**src/shared/arc_defs.vh**
```
// constants for the auxiliary regulator configuration control block
`ifndef ARC_DEFS_VH
`define ARC_DEFS_VH

// system operating mode encodings
`define ARC_MODE_INIT      3'h0
`define ARC_MODE_NORMAL    3'h1
`define ARC_MODE_STOP      3'h2
`define ARC_MODE_SLEEP     3'h3
`define ARC_MODE_RESTART   3'h4
`define ARC_MODE_FAILSAFE  3'h5

// configuration encodings
`define ARC_CFG_NONE       2'h0
`define ARC_CFG_ALONE      2'h1
`define ARC_CFG_SHARE      2'h2

// reset values
`define ARC_RST_CFG        2'h0
`define ARC_RST_BIT        1'h0

`endif
```
**src/rtl/arc_ctrl.v**
```verilog
// auxiliary regulator configuration and mode control
//
// Behaviour
// - setting on bit in normal mode selects stand-alone configuration
// - setting share-select bit selects load-sharing configuration
// - first setting write locks configuration until power loss, survives soft reset
// - change attempts on locked stand-alone config ignored, no failure flag
// - change attempts after load-sharing selected raise failure flag, config kept
// - stand-alone: on bit still switches regulator after lock
// - stand-alone off in init/fail-safe, set in normal, held in stop/sleep/restart
// - load sharing follows main supply, active in normal, configurable in any mode
// - keep-in-stop clear: sharing off in stop, select stays, resumes in normal
// - keep-in-stop set: sharing stays active in stop mode
// - stop mode: low-power stage, high-power added by drive current hysteresis
// - normal mode: only high-power stage runs
// - battery undervoltage turns off; auto restart unless stay-off bit set
// - stand-alone overcurrent sets sticky flag, clearable only after condition ends
// - stand-alone output undervoltage reported by undervoltage flag
// - load sharing: no flags, regulator shut down in fail-safe
// - load sharing never signals overcurrent
// - stand-alone voltage select: clear 3.3V, set 1.8V; ignored when sharing
`include "arc_defs.vh"

module arc_ctrl (
   // clock and power-on reset
   input  wire       clk,
   input  wire       reset_n,
   // soft reset (does not touch the configuration lock)
   input  wire       soft_reset,
   // system mode
   input  wire [2:0] sys_mode,
   // software write port
   input  wire       cfg_write,
   input  wire       wr_aux_reg_on,
   input  wire       wr_aux_share_select,
   input  wire       wr_aux_share_keep_in_stop,
   input  wire       wr_aux_stay_off_after_batt_uv,
   input  wire       wr_aux_voltage_select,
   input  wire       clear_overcurrent,
   input  wire       clear_undervoltage,
   // analog monitors
   input  wire       batt_below_uv,
   input  wire       shunt_limit_reached,
   input  wire       aux_output_uv,
   input  wire       drive_above_rise,
   input  wire       drive_below_fall,
   // control bits as read back
   output reg        aux_reg_on,
   output reg        aux_share_select,
   output reg        aux_share_keep_in_stop,
   output reg        aux_stay_off_after_batt_uv,
   output reg        aux_voltage_select,
   output reg  [1:0] config_state,
   output reg        config_locked,
   // status
   output reg        spi_fail_set,
   output wire       aux_overcurrent_flag,
   output wire       aux_undervoltage_flag,
   // regulator drive
   output reg        aux_enable,
   output reg        hp_stage_on,
   output reg        lp_stage_on,
   output reg        volt_1v8,
   output reg        current_limit_on
);

   ////////////////////////////////////////////////////////////////////////
   // configuration select and lock

   wire normal = (sys_mode == `ARC_MODE_NORMAL);
   wire stop   = (sys_mode == `ARC_MODE_STOP);
   wire fsafe  = (sys_mode == `ARC_MODE_FAILSAFE);
   wire init   = (sys_mode == `ARC_MODE_INIT);
   wire alone  = (config_state == `ARC_CFG_ALONE);
   wire share  = (config_state == `ARC_CFG_SHARE);

   // a write that would pick the other configuration
   wire try_alone = cfg_write && wr_aux_reg_on && !wr_aux_share_select && normal;
   wire try_share = cfg_write && wr_aux_share_select;
   wire change_on_share = cfg_write && share && (wr_aux_reg_on || !wr_aux_share_select);

   reg [1:0] next_config_state;
   reg       next_config_locked;

   // only an unlocked block takes a new choice; sharing wins a tie
   always @* begin
      next_config_state  = config_state;
      next_config_locked = config_locked;
      if (!config_locked) begin
         if (try_share) begin
            next_config_state  = `ARC_CFG_SHARE;
            next_config_locked = 1'h1;
         end else if (try_alone) begin
            next_config_state  = `ARC_CFG_ALONE;
            next_config_locked = 1'h1;
         end
      end
   end

   // lock and configuration: cleared only by power-on reset
   always @(posedge clk or negedge reset_n) begin
      if (!reset_n) begin
         config_state  <= `ARC_RST_CFG;
         config_locked <= `ARC_RST_BIT;
      end else begin
         config_state  <= next_config_state;
         config_locked <= next_config_locked;
      end
   end

   // failure pulse for change attempts after sharing was locked
   always @(posedge clk or negedge reset_n) begin
      if (!reset_n) begin
         spi_fail_set <= 1'h0;
      end else begin
         spi_fail_set <= config_locked && change_on_share;
      end
   end

   ////////////////////////////////////////////////////////////////////////
   // control bits (soft reset clears these, share select reloaded from the sharing configuration, not the lock)

   reg next_aux_reg_on;
   reg next_aux_share_select;
   reg next_aux_share_keep_in_stop;
   reg next_aux_stay_off_after_batt_uv;
   reg next_aux_voltage_select;

   always @* begin
      next_aux_reg_on                 = aux_reg_on;
      next_aux_share_select           = aux_share_select;
      next_aux_share_keep_in_stop     = aux_share_keep_in_stop;
      next_aux_stay_off_after_batt_uv = aux_stay_off_after_batt_uv;
      next_aux_voltage_select         = aux_voltage_select;
      if (soft_reset) begin
         next_aux_reg_on                 = `ARC_RST_BIT;
         next_aux_share_keep_in_stop     = `ARC_RST_BIT;
         next_aux_stay_off_after_batt_uv = `ARC_RST_BIT;
         next_aux_voltage_select         = `ARC_RST_BIT;
         next_aux_share_select           = share;
      end else if (cfg_write) begin
         next_aux_share_keep_in_stop     = wr_aux_share_keep_in_stop;
         next_aux_stay_off_after_batt_uv = wr_aux_stay_off_after_batt_uv;
         if (normal) begin
            next_aux_voltage_select = wr_aux_voltage_select;
         end
         // on bit writable only unless sharing owns the regulator
         if (!share && normal && (alone || !wr_aux_share_select)) begin
            next_aux_reg_on = wr_aux_reg_on;
         end
         // select bit: sets once, change on alone ignored silently
         if (!config_locked) begin
            next_aux_share_select = wr_aux_share_select;
         end
      end
   end

   always @(posedge clk or negedge reset_n) begin
      if (!reset_n) begin
         aux_reg_on                 <= `ARC_RST_BIT;
         aux_share_select           <= `ARC_RST_BIT;
         aux_share_keep_in_stop     <= `ARC_RST_BIT;
         aux_stay_off_after_batt_uv <= `ARC_RST_BIT;
         aux_voltage_select         <= `ARC_RST_BIT;
      end else begin
         aux_reg_on                 <= next_aux_reg_on;
         aux_share_select           <= next_aux_share_select;
         aux_share_keep_in_stop     <= next_aux_share_keep_in_stop;
         aux_stay_off_after_batt_uv <= next_aux_stay_off_after_batt_uv;
         aux_voltage_select         <= next_aux_voltage_select;
      end
   end

   ////////////////////////////////////////////////////////////////////////
   // battery undervoltage latch

   reg uv_latched_off;
   reg next_uv_latched_off;

   // released only by a fresh on write in normal mode
   always @* begin
      next_uv_latched_off = uv_latched_off;
      if (batt_below_uv && aux_stay_off_after_batt_uv) begin
         next_uv_latched_off = 1'h1;
      end else if (cfg_write && normal && alone && wr_aux_reg_on) begin
         next_uv_latched_off = 1'h0;
      end
   end

   always @(posedge clk or negedge reset_n) begin
      if (!reset_n) begin
         uv_latched_off <= 1'h0;
      end else begin
         uv_latched_off <= next_uv_latched_off;
      end
   end

   ////////////////////////////////////////////////////////////////////////
   // enable per mode

   reg alone_hold;
   reg next_enable;

   // stand-alone state held through stop, sleep and restart
   always @(posedge clk or negedge reset_n) begin
      if (!reset_n) begin
         alone_hold <= 1'h0;
      end else if (init || fsafe) begin
         alone_hold <= 1'h0;
      end else if (normal) begin
         alone_hold <= aux_reg_on;
      end
   end

   always @* begin
      next_enable = 1'h0;
      if (alone) begin
         case (sys_mode)
            `ARC_MODE_INIT:     next_enable = 1'h0;
            `ARC_MODE_NORMAL:   next_enable = aux_reg_on;
            `ARC_MODE_STOP:     next_enable = alone_hold;
            `ARC_MODE_SLEEP:    next_enable = alone_hold;
            `ARC_MODE_RESTART:  next_enable = alone_hold;
            `ARC_MODE_FAILSAFE: next_enable = 1'h0;
            default:            next_enable = 1'h0;
         endcase
      end else if (share) begin
         case (sys_mode)
            `ARC_MODE_INIT:     next_enable = 1'h0;
            `ARC_MODE_NORMAL:   next_enable = 1'h1;
            `ARC_MODE_RESTART:  next_enable = 1'h1;
            `ARC_MODE_STOP:     next_enable = aux_share_keep_in_stop;
            `ARC_MODE_SLEEP:    next_enable = 1'h0;
            `ARC_MODE_FAILSAFE: next_enable = 1'h0;
            default:            next_enable = 1'h0;
         endcase
      end
      if (batt_below_uv || uv_latched_off) begin
         next_enable = 1'h0;
      end
   end

   ////////////////////////////////////////////////////////////////////////
   // stage selection with drive-current hysteresis

   reg hp_boost;
   reg next_hp_boost;
   reg next_hp_stage_on;
   reg next_lp_stage_on;
   reg next_volt_1v8;
   reg next_current_limit_on;

   // hysteresis band: between thresholds the stage keeps its state
   always @* begin
      next_hp_boost = hp_boost;
      if (!stop) begin
         next_hp_boost = 1'h0;
      end else if (drive_above_rise) begin
         next_hp_boost = 1'h1;
      end else if (drive_below_fall) begin
         next_hp_boost = 1'h0;
      end
   end

   always @(posedge clk or negedge reset_n) begin
      if (!reset_n) begin
         hp_boost <= 1'h0;
      end else begin
         hp_boost <= next_hp_boost;
      end
   end

   // stage, voltage and limit drive
   always @* begin
      next_hp_stage_on      = 1'h0;
      next_lp_stage_on      = 1'h0;
      next_volt_1v8         = 1'h0;
      next_current_limit_on = 1'h0;
      if (next_enable) begin
         if (stop) begin
            next_lp_stage_on = 1'h1;
            next_hp_stage_on = hp_boost;
         end else begin
            next_hp_stage_on = 1'h1;
         end
      end
      // voltage select and limit mean nothing under sharing
      if (alone) begin
         next_volt_1v8         = aux_voltage_select;
         next_current_limit_on = shunt_limit_reached;
      end
   end

   always @(posedge clk or negedge reset_n) begin
      if (!reset_n) begin
         aux_enable       <= 1'h0;
         hp_stage_on      <= 1'h0;
         lp_stage_on      <= 1'h0;
         volt_1v8         <= 1'h0;
         current_limit_on <= 1'h0;
      end else begin
         aux_enable       <= next_enable;
         hp_stage_on      <= next_hp_stage_on;
         lp_stage_on      <= next_lp_stage_on;
         volt_1v8         <= next_volt_1v8;
         current_limit_on <= next_current_limit_on;
      end
   end

   ////////////////////////////////////////////////////////////////////////
   // status flags, only in stand-alone

   arc_flag u_oc_flag (
      .clk         (clk),
      .reset_n     (reset_n),
      .enable      (alone),
      .event_in    (shunt_limit_reached && aux_enable),
      .cond_active (shunt_limit_reached),
      .clear       (clear_overcurrent),
      .flag        (aux_overcurrent_flag)
   );

   arc_flag u_uv_flag (
      .clk         (clk),
      .reset_n     (reset_n),
      .enable      (alone),
      .event_in    (aux_output_uv && aux_enable),
      .cond_active (1'h0),
      .clear       (clear_undervoltage),
      .flag        (aux_undervoltage_flag)
   );

endmodule // arc_ctrl

```
**src/rtl/arc_flag.v**
```verilog
// sticky status flag, set wins over clear, clear only when condition gone
module arc_flag (
   // clock and reset
   input  wire clk,
   input  wire reset_n,
   // control
   input  wire enable,
   input  wire event_in,
   input  wire cond_active,
   input  wire clear,
   // status
   output reg  flag
);

   always @(posedge clk or negedge reset_n) begin
      if (!reset_n) begin
         flag <= 1'h0;
      end else if (!enable) begin
         flag <= 1'h0;
      end else if (event_in) begin
         flag <= 1'h1;
      end else if (clear && !cond_active) begin
         flag <= 1'h0;
      end
   end

endmodule // arc_flag

```
**config.mk**
```make
export PLATFORM = sky130hd
export DESIGN_NAME = arc_ctrl
export DESIGN_NICKNAME = d
export VERILOG_FILES = /design/src/rtl/arc_ctrl.v /design/src/rtl/arc_flag.v
export VERILOG_INCLUDE_DIRS = /design/src /design/src/shared
export SDC_FILE = /design/constraint.sdc
export NUM_CORES = 1
export LEC_CHECK = 0
export BUFFER_PORTS_ARGS = -buffer_cell sky130_fd_sc_hd__buf_2
export CORE_ASPECT_RATIO = 1.2
export CORE_UTILIZATION = 41
export DETAILED_ROUTE_END_ITERATION = 7
export GPL_TIMING_DRIVEN = 0
export PLACE_DENSITY = 0.72
export SYNTH_ARGS = -nofsm -noshare
export SYNTH_HDL_FRONTEND = slang
export SYNTH_HIERARCHICAL = 1
export SYNTH_SLANG_ARGS = --single-unit
export TNS_END_PERCENT = 50
```
**constraint.sdc**
```tcl
create_clock -name clk -period 1.05 [get_ports clk]
set_input_delay 0.2625 -clock clk [delete_from_list [all_inputs] [get_ports clk]]
set_output_delay 0.2625 -clock clk [all_outputs]
set_load 0.01 [all_outputs]
```
## After elaboration in Yosys (flattened, before gate mapping)

Index checks and enable logic that the tools add are counted.

| operators by class | value |
|---|---|
| $add $sub $neg | 0 |
| $mul | 0 |
| divide/modulo/power cells | 0 |
| $lt $le $gt $ge | 0 |
| equal/unequal tests | 11 |
| shift-type cells | 0 |
| mux-type cells | 42 |
| bitwise gates (word level) | 1 |
| reductions and logical operators | 36 |

Operators with widths:

| operator | number |
|---|---|
| two-way mux 1 bit | 38 |
| logical AND 1 bit | 16 |
| nonzero test 2 bit | 6 |
| AND reduction 2 bit | 4 |
| == test 3 x 2 -> 1 bit, second input constant | 2 |
| == test 3 bit, second input constant | 2 |
| logical OR 1 bit | 4 |
| two-way mux 2 bit | 2 |
| one-hot mux 1 bit (2 select lines) | 2 |
| == test 3 x 1 -> 1 bit, second input constant | 1 |
| zero test 1 bit | 3 |
| zero test 3 bit | 1 |
| != test 3 x 1 -> 1 bit, second input constant | 1 |
| != test 3 x 2 -> 1 bit, second input constant | 1 |
| != test 3 bit, second input constant | 1 |
| OR reduction 3 bit | 1 |
| == test 2 x 1 -> 1 bit, second input constant | 1 |
| == test 2 bit, second input constant | 1 |
| != test 2 bit, second input constant | 1 |
| OR reduction 2 bit | 1 |
| NOT 1 bit | 1 |

| storage, ports and cells | value |
|---|---|
| flip-flop bits (word level) | 19 |
| latch bits | 0 |
| bits in writable memories | 0 |
| memory bits (read-only) | 0 |
| output and inout bits | 16 |
| logic and storage cells | 108 |
| memories | 0 |

## Logic depth before layout (Yosys ltp)

Gate-level depths: netlist of the first run.

| depth | value |
|---|---|
| depth in word-level cells | 7 |
| depth in mapped cells | 4 |
| depth with buffers taken out | 4 |

## Modules after synthesis

The synthesis of the first run kept the hierarchy.

By module, submodules not included:

| module | instances | cells an instance | area an instance (µm²) |
|---|---|---|---|
| arc_ctrl | 1 | 72 | 774.5 |
| arc_flag | 2 | 4 | 46.3 |

## Least setup slack after synthesis of the first run

OpenSTA, ideal clock, no wires.

| timing | value |
|---|---|
| path type | register to register |
| start | register config_state[0] |
| end | register aux_enable |
| library setup time | 0.078 ns |
| data arrival time | 1.085 ns |
| data required time | 0.972 ns |
| slack | -0.112 ns |
| stages on the path, launching flop included | 5 |
| cells stage by stage | dfrtp_1 nor2b_1 nand2_1 a21o_1 a21boi_1 |

RTL lines:

| item | line | text |
|---|---|---|
| from (decl) | arc_ctrl.v:53 | `output reg [1:0] config_state,` |
| from (signal assigned) | arc_ctrl.v:103 | `` config_state <= `ARC_RST_CFG; `` |
| from (signal assigned) | arc_ctrl.v:106 | `config_state <= next_config_state;` |
| == test 2 x 1 -> 1 bit (no source line) | - |  |
| net alone | arc_ctrl.v:74 | `` wire alone = (config_state == `ARC_CFG_ALONE); `` |
| two-way mux 1 bit | arc_ctrl.v:217 | `if (alone) begin` |
| two-way mux 1 bit | arc_ctrl.v:238 | `if (batt_below_uv \|\| uv_latched_off) begin` |
| net next_enable | arc_ctrl.v:202 | `reg next_enable;` |
| to (signal assigned) | arc_ctrl.v:302 | `aux_enable <= next_enable;` |
| to (decl) | arc_ctrl.v:60 | `output reg aux_enable,` |

The timed path passes the listed nets, and every way through them passes these cells.
A chain may end at the register's enable or synchronous reset.

## Final worst setup path of the first run

| timing | value |
|---|---|
| start | register config_state[1] |
| end | output port config_state[1] |

No word-level cell between the ends.

==> results of run 1 <==
==> where the power goes <==
group | internal, W | switching, W | leakage, nW
Combinational | 0.000125 | 0.000126 | 0.366
Clock | 0.000148 | 0.000220 | 0.0150
Sequential | 0.000763 | 0.0000240 | 0.245
==> layer usage <==
metal  up-vias  wire length, um  track usage
met3         6               77       0.0241
met1       357              777        0.181
met2        25              962        0.326
li1        373                -            -
met4         0               57        0.106
met5         -                0            0
==> worst min-delay path: stages <==
cell and delay, ps:
buf_2 70, a21oi_1 30, nor2_1 80
==> cells by family after synthesis <==
family                 Yosys count  synth area share
other                            1           0.00432
muxes                            4            0.0462
DFF                             19             0.548
AOI/OAI and AO/OA               20             0.160
buffers and inverters            2           0.00866
and+or+nand+nor                 34             0.232
==> final timing paths <==
check	startpoint	end	slack [ps]	depth (start not counted)
setup / recovery	config_state[1]	config_state[1]	-110	1
hold / removal	drive_above_rise	hp_boost	180	3
setup reg to reg	config_state[0]	aux_reg_on	-90	4
hold reg to reg	alone_hold	alone_hold	520	2
max in group asynchronous	reset_n	config_state[1]	310	2
min in group asynchronous	reset_n	hp_stage_on	420	2
==> synthesized netlist by cell type (all sizes together) (2+ instances only) <==
library cell | number | area share
nand2b | 2 | 0.014
o21ai | 7 | 0.040
and2 | 4 | 0.029
nand3 | 2 | 0.012
mux2i | 4 | 0.046
nor2 | 11 | 0.048
inv | 2 | 0.0087
nand2 | 5 | 0.022
a21oi | 5 | 0.033
nor2b | 3 | 0.022
dfrtp | 19 | 0.55
nor3b | 2 | 0.029
==> through the flow <==
step	hold WS (ps)	area (um^2)
finish	183	1200
global route	202	1200
CTS	185	1160
detailed placement	224	1080
global placement	219	1080
floorplan	-33.1	885
==> cell type report <==
class	instances	area (um^2)	share of cell area
repair buffers	43	240	0.200
flip-flops and latches	19	477	0.396
inverters	2	7.51	0.00624
well taps	19	23.8	0.0198
multi-input cells	59	429	0.357
clock buffers	4	26.3	0.0218
==> what timing repair did <==
| action | in CTS | in global routing |
|---|---|---|
| resized for setup | 1 | 7 |
| buffers inserted | 6 | 2 |
| setup endpoints to repair | 22 | 25 |
| endpoints found under the hold margin | 19 | 0 |
| pin swaps | 3 | 2 |
| cloned | 0 | 0 |
| hold buffers | 1 | 0 |
==> results.py, run 1 <==
metrics = {
    "clocking": {
        "root_buffer": "clkbuf_4",
        "insertion_delay_ps": 300,
        "cts.sinks": 19,
        "cts_buffers": 3,
        "htree_levels": 1,
        "clk_pin_slew_ps": 100,
        "clockBufferDepth": 2,
        "cts_tree": "yes",
    },
    "route": {
        "detail_route.wl_per_cell_um": 12.8,
        "route.vias.total": 761,
        "final_antenna_net_count": 0,
        "drt-pass1-iter-count": 6,
        "drt_iter0_drc": 12,
        "wirelength_mm": 1.87,
        "drc": 4,
        "vias_per_cell": 5.21,
    },
    "timing": {
        "setup_tns_ps": -915,
        "finalClockSkew_ps": 0.935,
        "period_minus_slack_ps": 1160,
        "hold_viol": 0,
        "fin_ws_ps": -115,
        "slew_violations": 0,
        "max_freq_mhz": 859,
        "finalSetupViolCount": 21,
        "rsz0062_at_grt": "yes",
        "timing.final.crit_share": 1.11,
    },
    "place": {
        "pre_cts_ws_ps": -271,
        "dp.final_hpwl_mm": 1.33,
        "gp_congestion": 0.825,
        "numPortBuffers": 34,
        "dp.cells": 133,
    },
    "die": {
        "initial_utilization": 0.453,
        "io_pins": 35,
        "core_um2": 1910,
        "die_x_um": 44.0,
        "die_area_um2": 2300,
        "core.rowCount": 17,
        "die_y_um": 52.4,
    },
    "final_layout": {
        "drive_gt1_frac": 0.457,
        "finalCoreUtilization": 0.629,
        "final_common_cell": "buf_2",
        "largest_reg_flops": 2,
        "syn2layout_area_growth_pct": 38.8,
        "regMostFlops": "config_state",
        "fillers": 165,
        "final_cells": 146,
        "n_antenna_cell": 0,
        "final_cell_mix": "buf_2, dfrtp_1, nor2_1, buf_4",
        "fin_nets": 147,
    },
    "synthesis": {
        "syn_inst": 80,
        "syn_area_per_cell_um2": 10.8,
        "yosysWarnings": 6,
        "syn_nets": 99,
        "synth_area_um2": 867,
        "ys_ff_latch": 19,
        "synth_ff_type": "dfrtp_1",
        "async_flop_share": 1.00,
        "synth_seq_area_share": 0.548,
        "netlist-cell-type-count": 28,
        "synth-edff-count": 0,
    },
    "setup_path": {
        "worstSetupPathType": "reg2out",
        "start_kind": "flop",
        "critPathBufInv": 1,
        "path_cells": "buf_2",
        "cp.required_ps": 790,
        "end_kind": "primary output",
        "cpPeakStageDelay_ps": 450,
        "path_delay_family": "flip-flops",
        "crit_path_top_delay_cell": "dfrtp_2",
        "path_max_fanout": 5,
        "critPathArrivalTime_ps": 900,
    },
    "global_route": {
        "grt_max_degree": 20,
        "grt_overflow": 0,
        "grt_pass1_wl_mm": 2.88,
        "grt_pass1_vias": 716,
        "antenna_found_initial": 0,
        "globalRouteTotalUtil": 0.175,
    },
    "power_and_ir_drop": {
        "pwr_density_cell_nw_per_um2": 1170,
        "fin_total_pwr_w": 0.00141,
        "p_leak_nw": 0.626,
        "peakVddDrop_mv": 0.866,
    },
    "status": {
        "violations": "DRC, setup timing",
        "status": "finished with violations",
    },
    "run": {
        "cap_viol_max_count": 0,
    },
    "worst_hold_path": {
        "hp-class": "in2reg",
    },
}
Power figures use the tool's default switching activity.
==> inputs of run 2 (changes only) <==
Settings changed: TNS_END_PERCENT 50 to 100.
==> run 2 against run 1 <==
Against the previous run: the run ends with setup timing left; clock-buffer cell count unchanged; hold slack got worse by 3.3 ps; total power grew 0.67%; final cell count up 2.1%; non-clock buffer count is 3 higher; flip-flop and latch count stayed put; largest cell class unchanged; setup slack improved by 7.8 ps; global-route usage fell by 0.21 points; wire length is 6.7% higher; critical endpoint is now aux_reg_on.
==> results.py, run 2 (same netlist as run 1, synthesis figures left out) <==
metrics = {
    "route": {
        "drt-pass1-iter-count": 6,
        "final_antenna_net_count": 0,
        "route.vias.total": 809,
        "wirelength_mm": 2.00,
        "detail_route.wl_per_cell_um": 13.4,
        "drt_iter0_drc": 13,
        "vias_per_cell": 5.43,
        "drc": 0,
    },
    "timing": {
        "max_freq_mhz": 864,
        "finalClockSkew_ps": 3.18,
        "period_minus_slack_ps": 1160,
        "slew_violations": 0,
        "hold_viol": 0,
        "timing.final.crit_share": 1.10,
        "fin_ws_ps": -107,
        "finalSetupViolCount": 19,
        "rsz0062_at_grt": "yes",
        "hold_slack_ps": 180,
    },
    "setup_path": {
        "start_kind": "flop",
        "crit_path_top_delay_cell": "dfrtp_1",
        "cp.required_ps": 1240,
        "path_delay_family": "flip-flops",
        "end_kind": "flop",
        "critPathBufInv": 0,
        "path_cells": "nor2b_4 > o211ai_1 > mux2i_1 > nor2_1",
        "path_max_fanout": 5,
        "worstSetupPathType": "reg2reg",
        "cpPeakStageDelay_ps": 420,
        "critPathArrivalTime_ps": 1340,
    },
    "die": {
        "initial_utilization": 0.453,
        "core_um2": 1910,
        "die_y_um": 52.4,
        "die_area_um2": 2300,
        "core.rowCount": 17,
        "die_x_um": 44.0,
        "io_pins": 35,
    },
    "power_and_ir_drop": {
        "p_leak_nw": 0.643,
        "peakVddDrop_mv": 0.727,
        "pwr_density_cell_nw_per_um2": 1140,
        "fin_total_pwr_w": 0.00142,
    },
    "clocking": {
        "cts.sinks": 19,
        "clockBufferDepth": 2,
        "cts_tree": "yes",
        "htree_levels": 1,
        "cts_buffers": 3,
        "root_buffer": "clkbuf_4",
        "insertion_delay_ps": 290,
        "clk_pin_slew_ps": 100,
    },
    "place": {
        "numPortBuffers": 34,
        "dp.cells": 133,
        "pre_cts_ws_ps": -303,
        "dp.final_hpwl_mm": 1.35,
        "gp_congestion": 0.830,
    },
    "final_layout": {
        "final_cells": 149,
        "regMostFlops": "config_state",
        "syn2layout_area_growth_pct": 43.0,
        "largest_reg_flops": 2,
        "fillers": 163,
        "fin_nets": 150,
        "final_cell_mix": "buf_2, dfrtp_1, nor2_1, buf_4",
        "n_antenna_cell": 0,
        "final_common_cell": "buf_2",
        "drive_gt1_frac": 0.485,
    },
    "global_route": {
        "antenna_found_initial": 0,
        "grt_pass1_wl_mm": 2.96,
        "grt_max_degree": 20,
        "grt_pass1_vias": 729,
        "globalRouteTotalUtil": 0.173,
        "grt_overflow": 0,
    },
    "status": {
        "violations": "setup timing",
        "status": "finished with violations",
    },
    "worst_hold_path": {
        "hp-class": "in2reg",
    },
    "run": {
        "cap_viol_max_count": 0,
    },
}
==> run 2: where the power goes <==
| group | total, W | switching, W | internal [W] |
|---|---|---|---|
| Sequential | 0.000788 | 0.0000250 | 0.000763 |
| Combinational | 0.000268 | 0.000131 | 0.000137 |
| Clock | 0.000359 | 0.000212 | 0.000148 |
==> run 2: cell type report <==
cell class,instances,area [um^2],share of cell area
Timing Repair Buffer,46,273,0.220
Clock buffer,4,26.3,0.0212
Sequential cell,19,477,0.384
Inverter,2,7.51,0.00605
Multi-Input combinational cell,59,433,0.349
Tap cell,19,23.8,0.0192
==> run 2: worst register-to-register path: stages, from the launching register on <==
cell and delay [ps]:
dfrtp_1 420, nor2b_4 160, o211ai_1 220, mux2i_1 210, nor2_1 50
==> run 2: metrics by stage <==
stage           util  TNS, ps  instance area, um^2
2_1_floorplan      -     -236                  885
3_3_place_gp   0.563    -1040                 1080
3_5_place_dp   0.563    -1240                 1080
4_1_cts        0.615    -1030                 1180
5_1_grt        0.648    -1880                 1240
6_report       0.648     -820                 1240
==> run 2: per-layer routing <==
metal | vias to the layer above | wire length (um) | track usage
met5 | - | 0 | 0
met4 | 0 | 23 | 0.0859
met3 | 4 | 107 | 0.0207
met2 | 32 | 1080 | 0.326
met1 | 392 | 790 | 0.186
li1 | 381 | - | -
==> run 2: final timing paths <==
path                                         to  cells past startpoint        startpoint  slack, ps
worst max-delay path                 aux_reg_on                      4   config_state[0]       -110
worst min-delay path                   hp_boost                      3  drive_above_rise        180
worst max register to register       aux_reg_on                      4   config_state[0]       -110
worst min register to register       alone_hold                      2        alone_hold        530
max in group asynchronous       config_state[1]                      2           reset_n        310
min in group asynchronous           lp_stage_on                      2           reset_n        420
==> run 2: timing repair <==
action                                  in CTS  in global routing
hold buffers                                 1                  0
endpoints found under the hold margin       19                  0
gates cloned                                 0                  0
resized for setup                            1                 11
pin swaps                                    1                  6
endpoints found under the setup margin      23                 25
buffers inserted                             8                  3
